## src/dme_pkg.sv

```systemverilog
// Package for the DSP multiply/accumulate engine: register map, control
// field positions, reset values, saturation limits and operation codes.
// Assumes one 100 MHz core clock shared by the engine and its decoder.
package dme_pkg;

  // Register byte offsets on the plain register port
  localparam logic [7:0] DME_OFS_CORE_CTRL = 8'h00;
  localparam logic [7:0] DME_OFS_TRAP_CTRL = 8'h04;
  localparam logic [7:0] DME_OFS_STATUS    = 8'h08;
  localparam logic [7:0] DME_OFS_FIRST_ACCUMULATOR_LO   = 8'h0C;
  localparam logic [7:0] DME_OFS_FIRST_ACCUMULATOR_HI   = 8'h10;
  localparam logic [7:0] DME_OFS_SECOND_ACCUMULATOR_LO   = 8'h14;
  localparam logic [7:0] DME_OFS_SECOND_ACCUMULATOR_HI   = 8'h18;

  // Core control register field positions
  localparam int DME_CC_SIGN_SEL  = 12;
  localparam int DME_CC_CLIP_A    = 7;
  localparam int DME_CC_CLIP_B    = 6;
  localparam int DME_CC_MEM_CLIP  = 5;
  localparam int DME_CC_WIDTH_SEL = 4;
  localparam int DME_CC_ROUND_SEL = 1;
  localparam int DME_CC_FRAC_INT  = 0;
  localparam logic [15:0] DME_CC_MASK  = 16'h10F3;
  localparam logic [15:0] DME_CC_RESET = 16'h0020;

  // Trap control register field positions
  localparam int DME_TC_GUARD_A = 0;
  localparam int DME_TC_GUARD_B = 1;
  localparam int DME_TC_CATA    = 2;
  localparam logic [2:0] DME_TC_RESET = 3'h0;

  // Status register field positions
  localparam int DME_ST_GUARD_A   = 0;
  localparam int DME_ST_GUARD_B   = 1;
  localparam int DME_ST_CLIP_A    = 2;
  localparam int DME_ST_CLIP_B    = 3;
  localparam int DME_ST_GUARD_ANY = 4;
  localparam int DME_ST_CLIP_ANY  = 5;

  // Saturation limits
  localparam logic [39:0] DME_SUPER_MAX = 40'h7F_FFFF_FFFF;
  localparam logic [39:0] DME_SUPER_MIN = 40'h80_0000_0000;
  localparam logic [39:0] DME_NORM_MAX  = 40'h00_7FFF_FFFF;
  localparam logic [39:0] DME_NORM_MIN  = 40'h00_8000_0000;
  localparam logic [39:0] DME_ACC_RESET = 40'h00_0000_0000;

  // Engine operations
  typedef enum logic [3:0] {
    DME_OP_CLR, DME_OP_MPY, DME_OP_MPY_NEG, DME_OP_MAC, DME_OP_MSC,
    DME_OP_SQ_DIFF, DME_OP_SQ_DIFF_ACC, DME_OP_ADD_ACC, DME_OP_SUB_ACC,
    DME_OP_NEG_ACC, DME_OP_LOAD, DME_OP_ADD_EXT, DME_OP_PREFETCH_WB
  } dme_op_e;

  // One engine instruction
  typedef struct packed {
    dme_op_e     op;
    logic        target;    // 0 = first_accumulator, 1 = second_accumulator
    logic [15:0] x;
    logic [15:0] y;
    logic [39:0] ext;       // Shifter-scaled data for load and add
  } dme_dsp_req_s;

  // One MCU multiply instruction
  typedef struct packed {
    logic        byte_mode;
    logic        x_signed;
    logic        y_signed;
    logic [15:0] x;
    logic [15:0] y;
  } dme_mcu_req_s;

endpackage

```

## src/dme_engine.sv

```systemverilog
// DSP multiply/accumulate engine: shared 17x17 multiplier with scaler,
// 40-bit adder/subtracter, two accumulators, saturation, sticky flags and
// arithmetic warning trap request. Driven by the core decoder one
// instruction per cycle on the core clock; registers on a plain port.
//
// Operation
// - One instruction per cycle; clashing MCU multiply dropped
// - Operands widened to 17 bits by sign
// - 33-bit product sign-extended to 40 bits
// - Product scaled fractional 1.31 or integer
// - Control register selects sign and rounding
// - Clip enables bits 7,6; width bit 4
// - Separate memory write clip enable
// - MCU multiply gives 16 or 32 bits
// - Accumulator add/sub/negate need no memory data
// - One accumulator is source and destination
// - Load and add take shifter-scaled data
// - Adder zeroes one input, complements other
// - Add carry-in low; subtract complements, carry-in high
// - Guard flag when bits 39:32 differ
// - Guard flag plus enable requests trap
// - Clip flags sticky, software clear only
// - Unsaturated clip flag is bit 39 overflow
// - Combined guard and clip status bits
// - Super mode saturates to 9.31 limits
// - Normal mode saturates 1.31, no guard flags
// - Catastrophic overflow wraps, sets clip, traps
// - Sign select set means unsigned multiply
// - Fraction select set means integer multiply
// - Width select set means super saturation
//
// Implementation choices: the strobed register port and the address map.
`timescale 1ns/1ps

module dme_engine
  import dme_pkg::*;
(
  input  wire logic         i_clk,
  input  wire logic         i_rst,
  input  wire logic         i_dsp_valid,
  input  wire dme_dsp_req_s i_dsp_req,
  input  wire logic         i_mcu_valid,
  input  wire dme_mcu_req_s i_mcu_req,
  input  wire logic [7:0]   i_addr,
  input  wire logic [31:0]  i_wr_data,
  input  wire logic         i_wr,
  input  wire logic         i_rd,
  output logic [31:0]       o_rd_data,
  output logic [31:0]       o_mcu_result,
  output logic              o_mcu_done,
  output logic              o_trap_req,
  output logic              o_round_mode_select,
  output logic              o_mem_write_clip_en,
  output logic [39:0]       o_first_accumulator,
  output logic [39:0]       o_second_accumulator
);

  // Architectural state
  logic [15:0] core_control_reg;
  logic [2:0]  trap_control_reg;
  logic [39:0] first_accumulator;
  logic [39:0] second_accumulator;
  logic        acc_a_guard_ovf;
  logic        acc_b_guard_ovf;
  logic        acc_a_clip_flag;
  logic        acc_b_clip_flag;

  // Control fields
  wire mult_sign_select  = core_control_reg[DME_CC_SIGN_SEL];
  wire acc_a_clip_en     = core_control_reg[DME_CC_CLIP_A];
  wire acc_b_clip_en     = core_control_reg[DME_CC_CLIP_B];
  wire clip_width_select = core_control_reg[DME_CC_WIDTH_SEL];
  wire frac_int_select   = core_control_reg[DME_CC_FRAC_INT];
  wire guard_trap_en_first  = trap_control_reg[DME_TC_GUARD_A];
  wire guard_trap_en_second = trap_control_reg[DME_TC_GUARD_B];
  wire catastrophic_trap_en = trap_control_reg[DME_TC_CATA];

  // Register port decode
  wire wr_core   = i_wr && (i_addr == DME_OFS_CORE_CTRL);
  wire wr_trap   = i_wr && (i_addr == DME_OFS_TRAP_CTRL);
  wire wr_status = i_wr && (i_addr == DME_OFS_STATUS);

  // Operation class decode
  dme_op_e op;
  assign op = i_dsp_req.op;
  wire uses_mult = (op == DME_OP_MPY) || (op == DME_OP_MPY_NEG) ||
                   (op == DME_OP_MAC) || (op == DME_OP_MSC) ||
                   (op == DME_OP_SQ_DIFF) || (op == DME_OP_SQ_DIFF_ACC);
  wire is_sq_diff = (op == DME_OP_SQ_DIFF) || (op == DME_OP_SQ_DIFF_ACC);
  wire dsp_mult = i_dsp_valid && uses_mult;
  wire adder_op = i_dsp_valid && (op != DME_OP_PREFETCH_WB);
  // A DSP instruction owns the engine; a separate MCU multiply is refused
  wire mcu_go = i_mcu_valid && !i_dsp_valid;

  // Difference for the square-of-difference ops, formed beside the multiply
  // Signed 17 bits whatever the sign select says
  wire [16:0] sq_diff = 17'({i_dsp_req.x[15], i_dsp_req.x} -
                            {i_dsp_req.y[15], i_dsp_req.y});

  // DSP operand widening: zero fill when unsigned, sign copy when signed
  wire [16:0] dsp_x17 = mult_sign_select ? {1'b0, i_dsp_req.x}
                                         : {i_dsp_req.x[15], i_dsp_req.x};
  wire [16:0] dsp_y17 = mult_sign_select ? {1'b0, i_dsp_req.y}
                                         : {i_dsp_req.y[15], i_dsp_req.y};

  // MCU operand widening; byte operands are unsigned low bytes
  wire [16:0] mcu_x17 = i_mcu_req.byte_mode ? {9'h000, i_mcu_req.x[7:0]} :
                        i_mcu_req.x_signed  ? {i_mcu_req.x[15], i_mcu_req.x} :
                                              {1'b0, i_mcu_req.x};
  wire [16:0] mcu_y17 = i_mcu_req.byte_mode ? {9'h000, i_mcu_req.y[7:0]} :
                        i_mcu_req.y_signed  ? {i_mcu_req.y[15], i_mcu_req.y} :
                                              {1'b0, i_mcu_req.y};

  // Shared multiplier input selection
  wire [16:0] mul_a = dsp_mult ? (is_sq_diff ? sq_diff : dsp_x17) : mcu_x17;
  wire [16:0] mul_b = dsp_mult ? (is_sq_diff ? sq_diff : dsp_y17) : mcu_y17;

  // 17x17 signed multiply and scaler
  wire signed [33:0] mul_full = $signed(mul_a) * $signed(mul_b);
  wire [32:0] prod_int  = mul_full[32:0];
  wire [32:0] prod_frac = {mul_full[31:0], 1'b0};
  wire [32:0] prod33 = frac_int_select ? prod_int : prod_frac;
  wire [39:0] prod40 = {{7{prod33[32]}}, prod33};

  // MCU multiply result: 16 bits for bytes, 32 bits for words
  wire [31:0] mcu_res = i_mcu_req.byte_mode ? {16'h0000, mul_full[15:0]}
                                            : mul_full[31:0];

  // Target and other accumulator selection
  wire [39:0] acc_tgt   = i_dsp_req.target ? second_accumulator : first_accumulator;
  wire [39:0] acc_other = i_dsp_req.target ? first_accumulator : second_accumulator;
  wire tgt_clip_en = i_dsp_req.target ? acc_b_clip_en : acc_a_clip_en;

  // Adder input steering per operation
  logic        zero_a;
  logic        subtract;
  logic [39:0] b_src;
  always_comb begin
    zero_a   = 1'b0;
    subtract = 1'b0;
    b_src    = 40'h00_0000_0000;
    case (op)
      DME_OP_CLR: begin
        zero_a = 1'b1;
      end
      DME_OP_MPY, DME_OP_SQ_DIFF: begin
        zero_a = 1'b1;
        b_src  = prod40;
      end
      DME_OP_MPY_NEG: begin
        zero_a   = 1'b1;
        subtract = 1'b1;
        b_src    = prod40;
      end
      DME_OP_MAC, DME_OP_SQ_DIFF_ACC: begin
        b_src = prod40;
      end
      DME_OP_MSC: begin
        subtract = 1'b1;
        b_src    = prod40;
      end
      DME_OP_ADD_ACC: begin
        b_src = acc_other;
      end
      DME_OP_SUB_ACC: begin
        subtract = 1'b1;
        b_src    = acc_other;
      end
      DME_OP_NEG_ACC: begin
        zero_a   = 1'b1;
        subtract = 1'b1;
        b_src    = acc_tgt;
      end
      DME_OP_LOAD: begin
        zero_a = 1'b1;
        b_src  = i_dsp_req.ext;
      end
      DME_OP_ADD_EXT: begin
        b_src = i_dsp_req.ext;
      end
      default: begin
        zero_a = 1'b0;
      end
    endcase
  end

  // 40-bit adder: optional zero side, true or complement other side
  wire [39:0] add_a  = zero_a ? 40'h00_0000_0000 : acc_tgt;
  wire [39:0] add_b  = subtract ? ~b_src : b_src;
  wire        add_ci = subtract;
  wire [39:0] sum = add_a + add_b + {39'h00_0000_0000, add_ci};

  // Overflow detection on the raw sum
  // Normal mode overflows once bits 39:31 stop agreeing
  wire ovf39 = (add_a[39] == add_b[39]) && (sum[39] != add_a[39]);
  wire ovf31 = ovf39 || !((&sum[39:31]) || !(|sum[39:31]));
  wire neg_dir = ovf39 ? add_a[39] : sum[39];

  // Saturation select and new flag values for the target
  wire sat_super = tgt_clip_en && clip_width_select && ovf39;
  wire sat_norm  = tgt_clip_en && !clip_width_select && ovf31;
  wire wrap_clip = !tgt_clip_en && ovf39;
  wire [39:0] acc_new = sat_super ? (neg_dir ? DME_SUPER_MIN : DME_SUPER_MAX) :
                        sat_norm  ? (neg_dir ? DME_NORM_MIN  : DME_NORM_MAX)  :
                                    sum;
  wire clip_new  = sat_super || sat_norm || wrap_clip;
  wire guard_raw = !((&acc_new[39:32]) || !(|acc_new[39:32]));
  wire guard_new = guard_raw && !(tgt_clip_en && !clip_width_select);

  // Write-enables per accumulator
  wire upd_a = adder_op && !i_dsp_req.target;
  wire upd_b = adder_op && i_dsp_req.target;

  // Software clear of clip flags: write one to clear
  wire clr_clip_a = wr_status && i_wr_data[DME_ST_CLIP_A];
  wire clr_clip_b = wr_status && i_wr_data[DME_ST_CLIP_B];

  // Combined status bits
  wire either_guard_ovf = acc_a_guard_ovf || acc_b_guard_ovf;
  wire either_clip_flag = acc_a_clip_flag || acc_b_clip_flag;

  // Trap request terms
  // Built from stored flags, so the registered request lags the op by two edges
  wire next_trap_req = (acc_a_guard_ovf && guard_trap_en_first) ||
                       (acc_b_guard_ovf && guard_trap_en_second) ||
                       (catastrophic_trap_en &&
                        ((acc_a_clip_flag && !acc_a_clip_en) ||
                         (acc_b_clip_flag && !acc_b_clip_en)));

  // Read data selection
  wire [31:0] status_word = {26'h000_0000, either_clip_flag, either_guard_ovf,
                             acc_b_clip_flag, acc_a_clip_flag,
                             acc_b_guard_ovf, acc_a_guard_ovf};
  logic [31:0] next_rd_data;
  always_comb begin
    if (!i_rd) begin
      next_rd_data = 32'h0000_0000;
    end else if (i_addr == DME_OFS_CORE_CTRL) begin
      next_rd_data = {16'h0000, core_control_reg};
    end else if (i_addr == DME_OFS_TRAP_CTRL) begin
      next_rd_data = {29'h0000_0000, trap_control_reg};
    end else if (i_addr == DME_OFS_STATUS) begin
      next_rd_data = status_word;
    end else if (i_addr == DME_OFS_FIRST_ACCUMULATOR_LO) begin
      next_rd_data = first_accumulator[31:0];
    end else if (i_addr == DME_OFS_FIRST_ACCUMULATOR_HI) begin
      next_rd_data = {24'h00_0000, first_accumulator[39:32]};
    end else if (i_addr == DME_OFS_SECOND_ACCUMULATOR_LO) begin
      next_rd_data = second_accumulator[31:0];
    end else if (i_addr == DME_OFS_SECOND_ACCUMULATOR_HI) begin
      next_rd_data = {24'h00_0000, second_accumulator[39:32]};
    end else begin
      next_rd_data = 32'h0000_0000;
    end
  end

  // Control registers
  always_ff @(posedge i_clk or posedge i_rst) begin
    if (i_rst) begin
      core_control_reg <= DME_CC_RESET;
      trap_control_reg <= DME_TC_RESET;
    end else begin
      if (wr_core) begin
        core_control_reg <= i_wr_data[15:0] & DME_CC_MASK;
      end
      if (wr_trap) begin
        trap_control_reg <= i_wr_data[2:0];
      end
    end
  end

  // First accumulator and its flags
  always_ff @(posedge i_clk or posedge i_rst) begin
    if (i_rst) begin
      first_accumulator <= DME_ACC_RESET;
      acc_a_guard_ovf   <= 1'b0;
      acc_a_clip_flag   <= 1'b0;
    end else begin
      if (upd_a) begin
        first_accumulator <= acc_new;
        acc_a_guard_ovf   <= guard_new;
      end
      // An op setting the flag beats a same-cycle clear
      if (upd_a && clip_new) begin
        acc_a_clip_flag <= 1'b1;
      end else if (clr_clip_a) begin
        acc_a_clip_flag <= 1'b0;
      end
    end
  end

  // Second accumulator and its flags
  always_ff @(posedge i_clk or posedge i_rst) begin
    if (i_rst) begin
      second_accumulator <= DME_ACC_RESET;
      acc_b_guard_ovf    <= 1'b0;
      acc_b_clip_flag    <= 1'b0;
    end else begin
      if (upd_b) begin
        second_accumulator <= acc_new;
        acc_b_guard_ovf    <= guard_new;
      end
      // Same priority as the first accumulator
      if (upd_b && clip_new) begin
        acc_b_clip_flag <= 1'b1;
      end else if (clr_clip_b) begin
        acc_b_clip_flag <= 1'b0;
      end
    end
  end

  // MCU multiply result and completion pulse
  // The result holds between accepted multiplies
  always_ff @(posedge i_clk or posedge i_rst) begin
    if (i_rst) begin
      o_mcu_result <= 32'h0000_0000;
      o_mcu_done   <= 1'b0;
    end else begin
      o_mcu_done <= mcu_go;
      if (mcu_go) begin
        o_mcu_result <= mcu_res;
      end
    end
  end

  // Registered outputs: read data, trap request, mirrors
  always_ff @(posedge i_clk or posedge i_rst) begin
    if (i_rst) begin
      o_rd_data            <= 32'h0000_0000;
      o_trap_req           <= 1'b0;
      o_round_mode_select  <= DME_CC_RESET[DME_CC_ROUND_SEL];
      o_mem_write_clip_en  <= DME_CC_RESET[DME_CC_MEM_CLIP];
      o_first_accumulator  <= DME_ACC_RESET;
      o_second_accumulator <= DME_ACC_RESET;
    end else begin
      o_rd_data            <= next_rd_data;
      o_trap_req           <= next_trap_req;
      o_round_mode_select  <= core_control_reg[DME_CC_ROUND_SEL];
      o_mem_write_clip_en  <= core_control_reg[DME_CC_MEM_CLIP];
      o_first_accumulator  <= first_accumulator;
      o_second_accumulator <= second_accumulator;
    end
  end

endmodule // dme_engine

```

## config.mk

```make
export PLATFORM = sky130hd
export DESIGN_NAME = dme_engine
export DESIGN_NICKNAME = d
export VERILOG_FILES = /design/src/dme_pkg.sv /design/src/dme_engine.sv
export SDC_FILE = /design/constraint.sdc
export NUM_CORES = 2
export LEC_CHECK = 0
export BUFFER_PORTS_ARGS = -buffer_cell sky130_fd_sc_hd__clkbuf_2
export CAP_MARGIN = 20
export CORE_ASPECT_RATIO = 0.9
export CORE_MARGIN = 3
export CORE_UTILIZATION = 40
export DETAILED_ROUTE_END_ITERATION = 6
export PLACE_DENSITY = 0.67
export RECOVER_POWER = 100
export SLEW_MARGIN = 25
export SYNTH_ARGS = -nofsm -noshare
export SYNTH_HDL_FRONTEND = slang
export SYNTH_SLANG_ARGS = --single-unit
```

## constraint.sdc

```tcl
create_clock -name i_clk -period 11.8 [get_ports i_clk]
set_input_delay 2.36 -clock i_clk [delete_from_list [all_inputs] [get_ports i_clk]]
set_output_delay 2.36 -clock i_clk [all_outputs]
set_load 0.05 [all_outputs]
```

After elaboration in Yosys (flattened, before gate mapping)
Cells that the tools add are included.
{ "totals": {"output_inout_bits": 148, "word_cells": 142, "register_bits": 242, "in_bits": 158} }
{ "classes": {"addsub": 3, "n_eq_ne": 20, "bitwise_logic": 1, "n_mul": 1, "muxes": 37, "reduce_logical": 64} }
{ "op_table": {"columns": ["cell", "count"], "rows": [
  ["32-bit 2-to-1 mux", 9],
  ["40-bit 2-to-1 mux", 7],
  ["17-bit 2-to-1 mux", 10],
  ["40-bit case mux with 4 select lines", 1],
  ["40-bit by 1-bit adder with 40-bit output", 1],
  ["40-bit adder", 1],
  ["40-bit NOT", 1],
  ["17-bit by 17-bit multiplier with 33-bit output", 1],
  ["33-bit 2-to-1 mux", 1],
  ["8-bit by 5-bit == test with 1-bit output, second input constant", 3],
  ["1-bit logical AND", 24],
  ["16-bit by 16-bit subtractor with 17-bit output", 1],
  ["4-bit by 3-bit == test with 1-bit output, second input constant", 4],
  ["4-bit == test, second input constant", 4],
  ["8-bit by 4-bit == test with 1-bit output, second input constant", 2],
  ["1-bit logical OR", 16],
  ["6-bit OR reduction", 2],
  ["1-bit logical NOT", 11],
  ["9-bit AND reduction", 1],
  ["9-bit OR reduction", 1],
  ["4-bit by 2-bit == test with 1-bit output, second input constant", 2],
  ["8-bit by 3-bit == test with 1-bit output, second input constant", 1],
  ["8-bit logical NOT", 1],
  ["1-bit 2-to-1 mux", 8],
  ["11 further kinds", 13]
]} }

Longest topological paths before layout
{ "depth": {"depth_word": 28, "ltp_mapped": 59, "mapped_depth_nobuf": 56} }

Worst setup path after synthesis
Ideal clock, no wire load.
{ "synth_timing": {"path_type": "input -> register", "start": "in i_dsp_req[46] (netlist bit)", "end": "reg first_accumulator[14]", "t_arrival_ns": 13.399, "setup_time_ns": 0.126, "path_slack_ns": -1.725, "required_time_ns": 11.674, "cell_stages": 50, "path_buffers": 4, "cell_sequence": "inv_1 > ha_1 > and2_1 > a311o_1 > o21ba_2 > or2_2 > xor2_1 > nand2_1 > a21boi_0 > o21a_1 > clkbuf_1 > nor2_1 > fa_1 > inv_1 > fa_1 > fa_1 > inv_1 > fa_1 > (+14 left out) > nor2b_1 > xnor2_1 > ha_1 > clkbuf_1 > a21o_1 > a21o_1 > a21oi_1 > nor2b_1 > o21a_1 > o21ai_0 > nand2b_1 > a221oi_1 > inv_1 > maj3_1 > a32oi_2 > nor2_2 > buf_6 > a221o_1"} }
{ "synth_via": {"elab_chain_len": 18, "elab_cells_between_ends": 29, "classes_between": "add/sub (3); mul (1); eq/ne (2); mux (13); bitwise (1); reduce/logical (9)"} }
{ "synth_rtl": {"columns": ["item", "line_no", "text"], "rows": [
  ["start, declared", "dme_engine.sv:41", "input wire dme_dsp_req_s i_dsp_req,"],
  ["16-bit by 16-bit subtractor with 17-bit output / 17-bit 2-to-1 mux (equally long branches)", "dme_engine.sv:97, dme_engine.sv:103", null],
  ["17-bit 2-to-1 mux (on tied branches) (2 in series)", "dme_engine.sv:115, dme_engine.sv:116", null],
  ["17-bit by 17-bit multiplier with 33-bit output (*)", "dme_engine.sv:119", "wire signed [33:0] mul_full = $signed(mul_a) * $signed(mul_b);"],
  ["33-bit 2-to-1 mux (*)", "dme_engine.sv:122", "wire [32:0] prod33 = frac_int_select ? prod_int : prod_frac;"],
  ["40-bit case mux with 4 select lines (*)", "dme_engine.sv:142", "case (op)"],
  ["40-bit NOT", "dme_engine.sv:189", "wire [39:0] add_b = subtract ? ~b_src : b_src;"],
  ["40-bit 2-to-1 mux (*)", "dme_engine.sv:189", null],
  ["40-bit adder", "dme_engine.sv:191", "wire [39:0] sum = add_a + add_b + {39'h00_0000_0000, add_ci};"],
  ["40-bit by 1-bit adder with 40-bit output", "dme_engine.sv:191", null],
  ["9-bit OR reduction", "dme_engine.sv:196", "wire ovf31 = ovf39 || !((&sum[39:31]) || !(|sum[39:31]));"],
  ["1-bit logical NOT", "dme_engine.sv:196", null],
  ["1-bit logical OR", "dme_engine.sv:196", null],
  ["1-bit logical NOT", "dme_engine.sv:196", null],
  ["1-bit logical OR", "dme_engine.sv:196", null],
  ["1-bit logical AND", "dme_engine.sv:201", "wire sat_norm = tgt_clip_en && !clip_width_select && ovf31;"],
  ["40-bit 2-to-1 mux", "dme_engine.sv:204", "sat_norm ? (neg_dir ? DME_NORM_MIN : DME_NORM_MAX) :"],
  ["40-bit 2-to-1 mux (*)", "dme_engine.sv:203", "wire [39:0] acc_new = sat_super ? (neg_dir ? DME_SUPER_MIN : DME_SUPER_MAX) :"],
  ["end signal, assigned", "dme_engine.sv:280", "first_accumulator <= acc_new;"],
  ["end, declared", "dme_engine.sv:61", "logic [39:0] first_accumulator;"]
]} }
Mark *: on every way between the ends. The rest lies on a longest branch, timed or not.
A chain may end at the register's enable or synchronous reset.

Worst setup path in the final report
{ "layout_timing": {"start": "in i_dsp_req[75] (netlist bit)", "end": "reg second_accumulator[3]"} }
{ "layout_via": {"elab_chain_len": 23, "elab_cells_between_ends": 57, "classes_between": "add/sub (2); mul (1); eq/ne (14); mux (15); bitwise (1); reduce/logical (24)"} }
{ "layout_rtl": {"columns": ["item", "line_no", "text"], "rows": [
  ["4-bit by 1-bit == test with 1-bit output / 4-bit by 2-bit == test with 1-bit output (equally long branches)", "dme_engine.sv:86, dme_engine.sv:142", null],
  ["1-bit logical OR (2 in series)", "dme_engine.sv:86", "wire uses_mult = (op == DME_OP_MPY) || (op == DME_OP_MPY_NEG) ||"],
  ["1-bit logical OR (2 in series)", "dme_engine.sv:87", "(op == DME_OP_MAC) || (op == DME_OP_MSC) ||"],
  ["1-bit logical OR", "dme_engine.sv:88", "(op == DME_OP_SQ_DIFF) || (op == DME_OP_SQ_DIFF_ACC);"],
  ["1-bit logical AND", "dme_engine.sv:90", "wire dsp_mult = i_dsp_valid && uses_mult;"],
  ["17-bit 2-to-1 mux (on tied branches)", "dme_engine.sv:115, dme_engine.sv:116", null],
  ["17-bit by 17-bit multiplier with 33-bit output", "dme_engine.sv:119", null],
  ["33-bit 2-to-1 mux", "dme_engine.sv:122", null],
  ["(+5 left out)", null, null],
  ["9-bit OR reduction", "dme_engine.sv:196", null],
  ["1-bit logical NOT", "dme_engine.sv:196", null],
  ["1-bit logical OR", "dme_engine.sv:196", null],
  ["1-bit logical NOT", "dme_engine.sv:196", null],
  ["1-bit logical OR", "dme_engine.sv:196", null],
  ["1-bit logical AND", "dme_engine.sv:201", null],
  ["40-bit 2-to-1 mux", "dme_engine.sv:204", null],
  ["40-bit 2-to-1 mux", "dme_engine.sv:203", null],
  ["end signal, assigned", "dme_engine.sv:300", "second_accumulator <= acc_new;"],
  ["end, declared", "dme_engine.sv:62", "logic [39:0] second_accumulator;"]
]} }
Parallel ways exist; a longest one is shown, timed or not.

==> impl_metrics.py <==
metrics = {
    "logic_synthesis": {
        "synth.most_common_cell": "inv_1",
        "yosysWarnings": 0,
        "synthArstFlopShare": 1.00,
        "synth_edf_count": 0,
        "yosysTopAreaCell": "dfrtp_1",
        "synth_common_cells": "inv_1, nor2_1, fa_1",
        "syn_area_sq_um": 25300,
        "synth.avg_cell_area_sq_um": 9.28,
        "ys_ff_latch": 242,
        "synth_area_leaders": "dfrtp_1, fa_1, ha_1",
        "synth_top_area_frac": 0.237,
        "ys_seq_area_frac": 0.239,
        "syn_nets": 3318,
        "synth_top_flop_cell": "dfrtp_1",
        "synthDistinctLibCells": 90,
        "syn_inst": 2729,
    },
    "clock_tree": {
        "cts_max_level": 1,
        "cts_sinks": 242,
        "clkLatencyLatePin_ps": 540,
        "cts_root_buffer": "clkbuf_16",
        "clk_pin_slew_ps": 60,
        "tritoncts": "built",
        "clock_path_buffers": 3,
        "postCtsHoldBufs": 0,
        "cts_buffers": 24,
    },
    "detailed_routing": {
        "wirelength_mm": 88.2,
        "postRouteAntennaNets": 0,
        "wl_per_cell_um": 20.2,
        "drc": 17,
        "firstDrtPassIters": 7,
        "via_count": 24041,
        "vias_per_cell": 5.50,
        "drt-initial-drc-count": 2184,
    },
    "floorplanning": {
        "rows": 86,
        "die_h_um": 245,
        "fp.dieW_um": 271,
        "io-pin-count": 306,
        "die_area_sq_um": 66400,
        "start_util": 0.409,
        "core-area_sq_um": 62000,
    },
    "place": {
        "hpwl_mm": 69.3,
        "place_congestion": 0.951,
        "place_ws_ps": -2390,
        "placed_area_sq_um": 31900,
        "port_buffers": 282,
    },
    "layout": {
        "multiInputGateArea_sq_um": 18800,
        "final_util": 0.554,
        "fin_nets": 4106,
        "syn_to_final_growth_pct": 35.5,
        "num-fill-cells": 5603,
        "antenna_cells": 0,
        "layout-drive-gt1-share": 0.297,
        "finish.instance_area_sq_um": 34300,
        "seq_area_sq_um": 6060,
    },
    "sta": {
        "clock_skew_ps": 14.4,
        "timing.final.crit_share": 1.13,
        "layout_min_cycle_time_ps": 13360,
        "worst_pin_slew_ps": 4580,
        "fin_setup_tns_ps": -122310,
        "slew_headroom": -2.07,
        "slew_viol_final": 319,
        "worst_slack_ps": -1560,
        "rsz0062_at_grt": "true",
        "finalHoldViolCount": 0,
        "setup_viol_count_final": 84,
        "max_freq_mhz": 74.9,
    },
    "worst_setup_path": {
        "crit_slowest_cell": "fa_2",
        "ff2ff_path_depth": 45,
        "max_stage_delay_ps": 580,
        "crit_type": "primary input to flip-flop",
        "crit_path_end_kind": "flip-flop",
        "worst_path_most_repeated_cell": "buf_4",
        "cp_max_fo": 7,
        "critPathLaunch": "i_dsp_req[75]",
        "crit_family": "adder cells",
        "cp.required_ps": 12210,
        "cp.depth": 50,
        "cp-start-kind": "primary input",
        "r2r_slack_ps": 850,
        "r2r_start": "core_control_reg[12]",
        "critPathBufInv": 12,
        "cp.arrival_ps": 13770,
    },
    "global_route": {
        "grt_usage": 0.263,
        "grt_max_degree": 106,
        "grt_pass1_wl_mm": 137,
        "overflow": 0,
        "first_global_vias": 24220,
        "antenna_found_initial": 1,
    },
    "status": {
        "outcome": "complete, but fails checks",
        "failed_checks": "DRC, capacitance limit, slew limit, setup timing",
    },
    "hold_path": {
        "hold_path_depth": 0,
        "min_from": "core_control_reg[5]",
        "hold_class": "flip-flop to flip-flop",
    },
    "job": {
        "timing.max_cap.violations": 5,
    },
}
## cell usage in the layout (no fill, tap or decap), types with 13 or more instances in the layout
cell type,n
a211oi_1,13
a21o_1,44
a21oi_1,88
a21oi_2,25
a221o_1,78
a222oi_1,37
a22o_1,17
a22oi_1,27
and2_1,20
and3_1,13
buf_12,22
buf_4,540
buf_6,31
clkbuf_1,165
clkbuf_16,26
clkbuf_2,127
dfrtp_1,240
fa_1,280
ha_1,111
ha_4,24
inv_1,317
mux2_2,17
mux2i_1,59
nand2_1,259
nand2b_1,19
nand3_1,25
nor2_1,286
nor2_2,14
nor2b_1,27
nor3_1,21
o21a_1,28
o21ai_0,71
o21ai_1,21
o21ai_2,16
xnor2_1,83
xor2_1,25
## path summary, 6_finish.rpt
check                                                end
worst max-delay path               second_accumulator[3]
worst min-delay path                 o_mem_write_clip_en
worst max register to register     second_accumulator[3]
worst min register to register       o_mem_write_clip_en
max in group asynchronous               o_mcu_result[11]
min in group asynchronous       o_second_accumulator[33]
## cell families after synthesis
family,share of synthesized area
muxes,0.0338
xor gates and xnor gates,0.0427
buffers and inverters,0.0759
AOI/OAI and AO/OA,0.173
and+or+nand+nor,0.135
adders and majority gates,0.300
DFF,0.239
## routing by layer
metal  routed length [um]  global-route usage  vias to the layer above
met4                 3250              0.0854                        2
met1                37200               0.362                    11981
met5                   13                   0                        -
li1                     -                   -                    10845
met2                39200               0.408                     1030
met3                 8550              0.0661                      183
## worst reg2reg max path: cells and delay by family (launching register included)
| family | cells | cell delay, ps |
|---|---|---|
| mux | 1 | 140 |
| xor+xnor | 3 | 410 |
| fa+ha+maj | 8 | 3490 |
| buf+inv | 9 | 1090 |
| simple gates | 10 | 2540 |
| compound gates | 14 | 2650 |
| flops | 1 | 520 |
## timing repair
item	CTS	global route
gates cloned	6	0
setup buffers	44	16
resized for setup	167	93
pin swaps	97	52
setup endpoints to repair	84	84
## through the flow
stage	instances	hold slack (ps)
finish	4371	392
global route	4371	409
CTS	4356	380
detailed placement	4262	370
global placement	4262	368
floorplan	2729	359
## layout make-up
class	instances	share of cell area
Inverter	332	0.0367
Sequential cell	242	0.177
Clock buffer	34	0.0207
Clock inverter	10	0.00554
Tap cell	836	0.0305
Multi-Input combinational cell	2024	0.548
Timing Repair Buffer	893	0.182
Power is left out: the tool's default activity adds up to more than one toggle a clock period on the data nets, which glitch-free logic cannot reach.
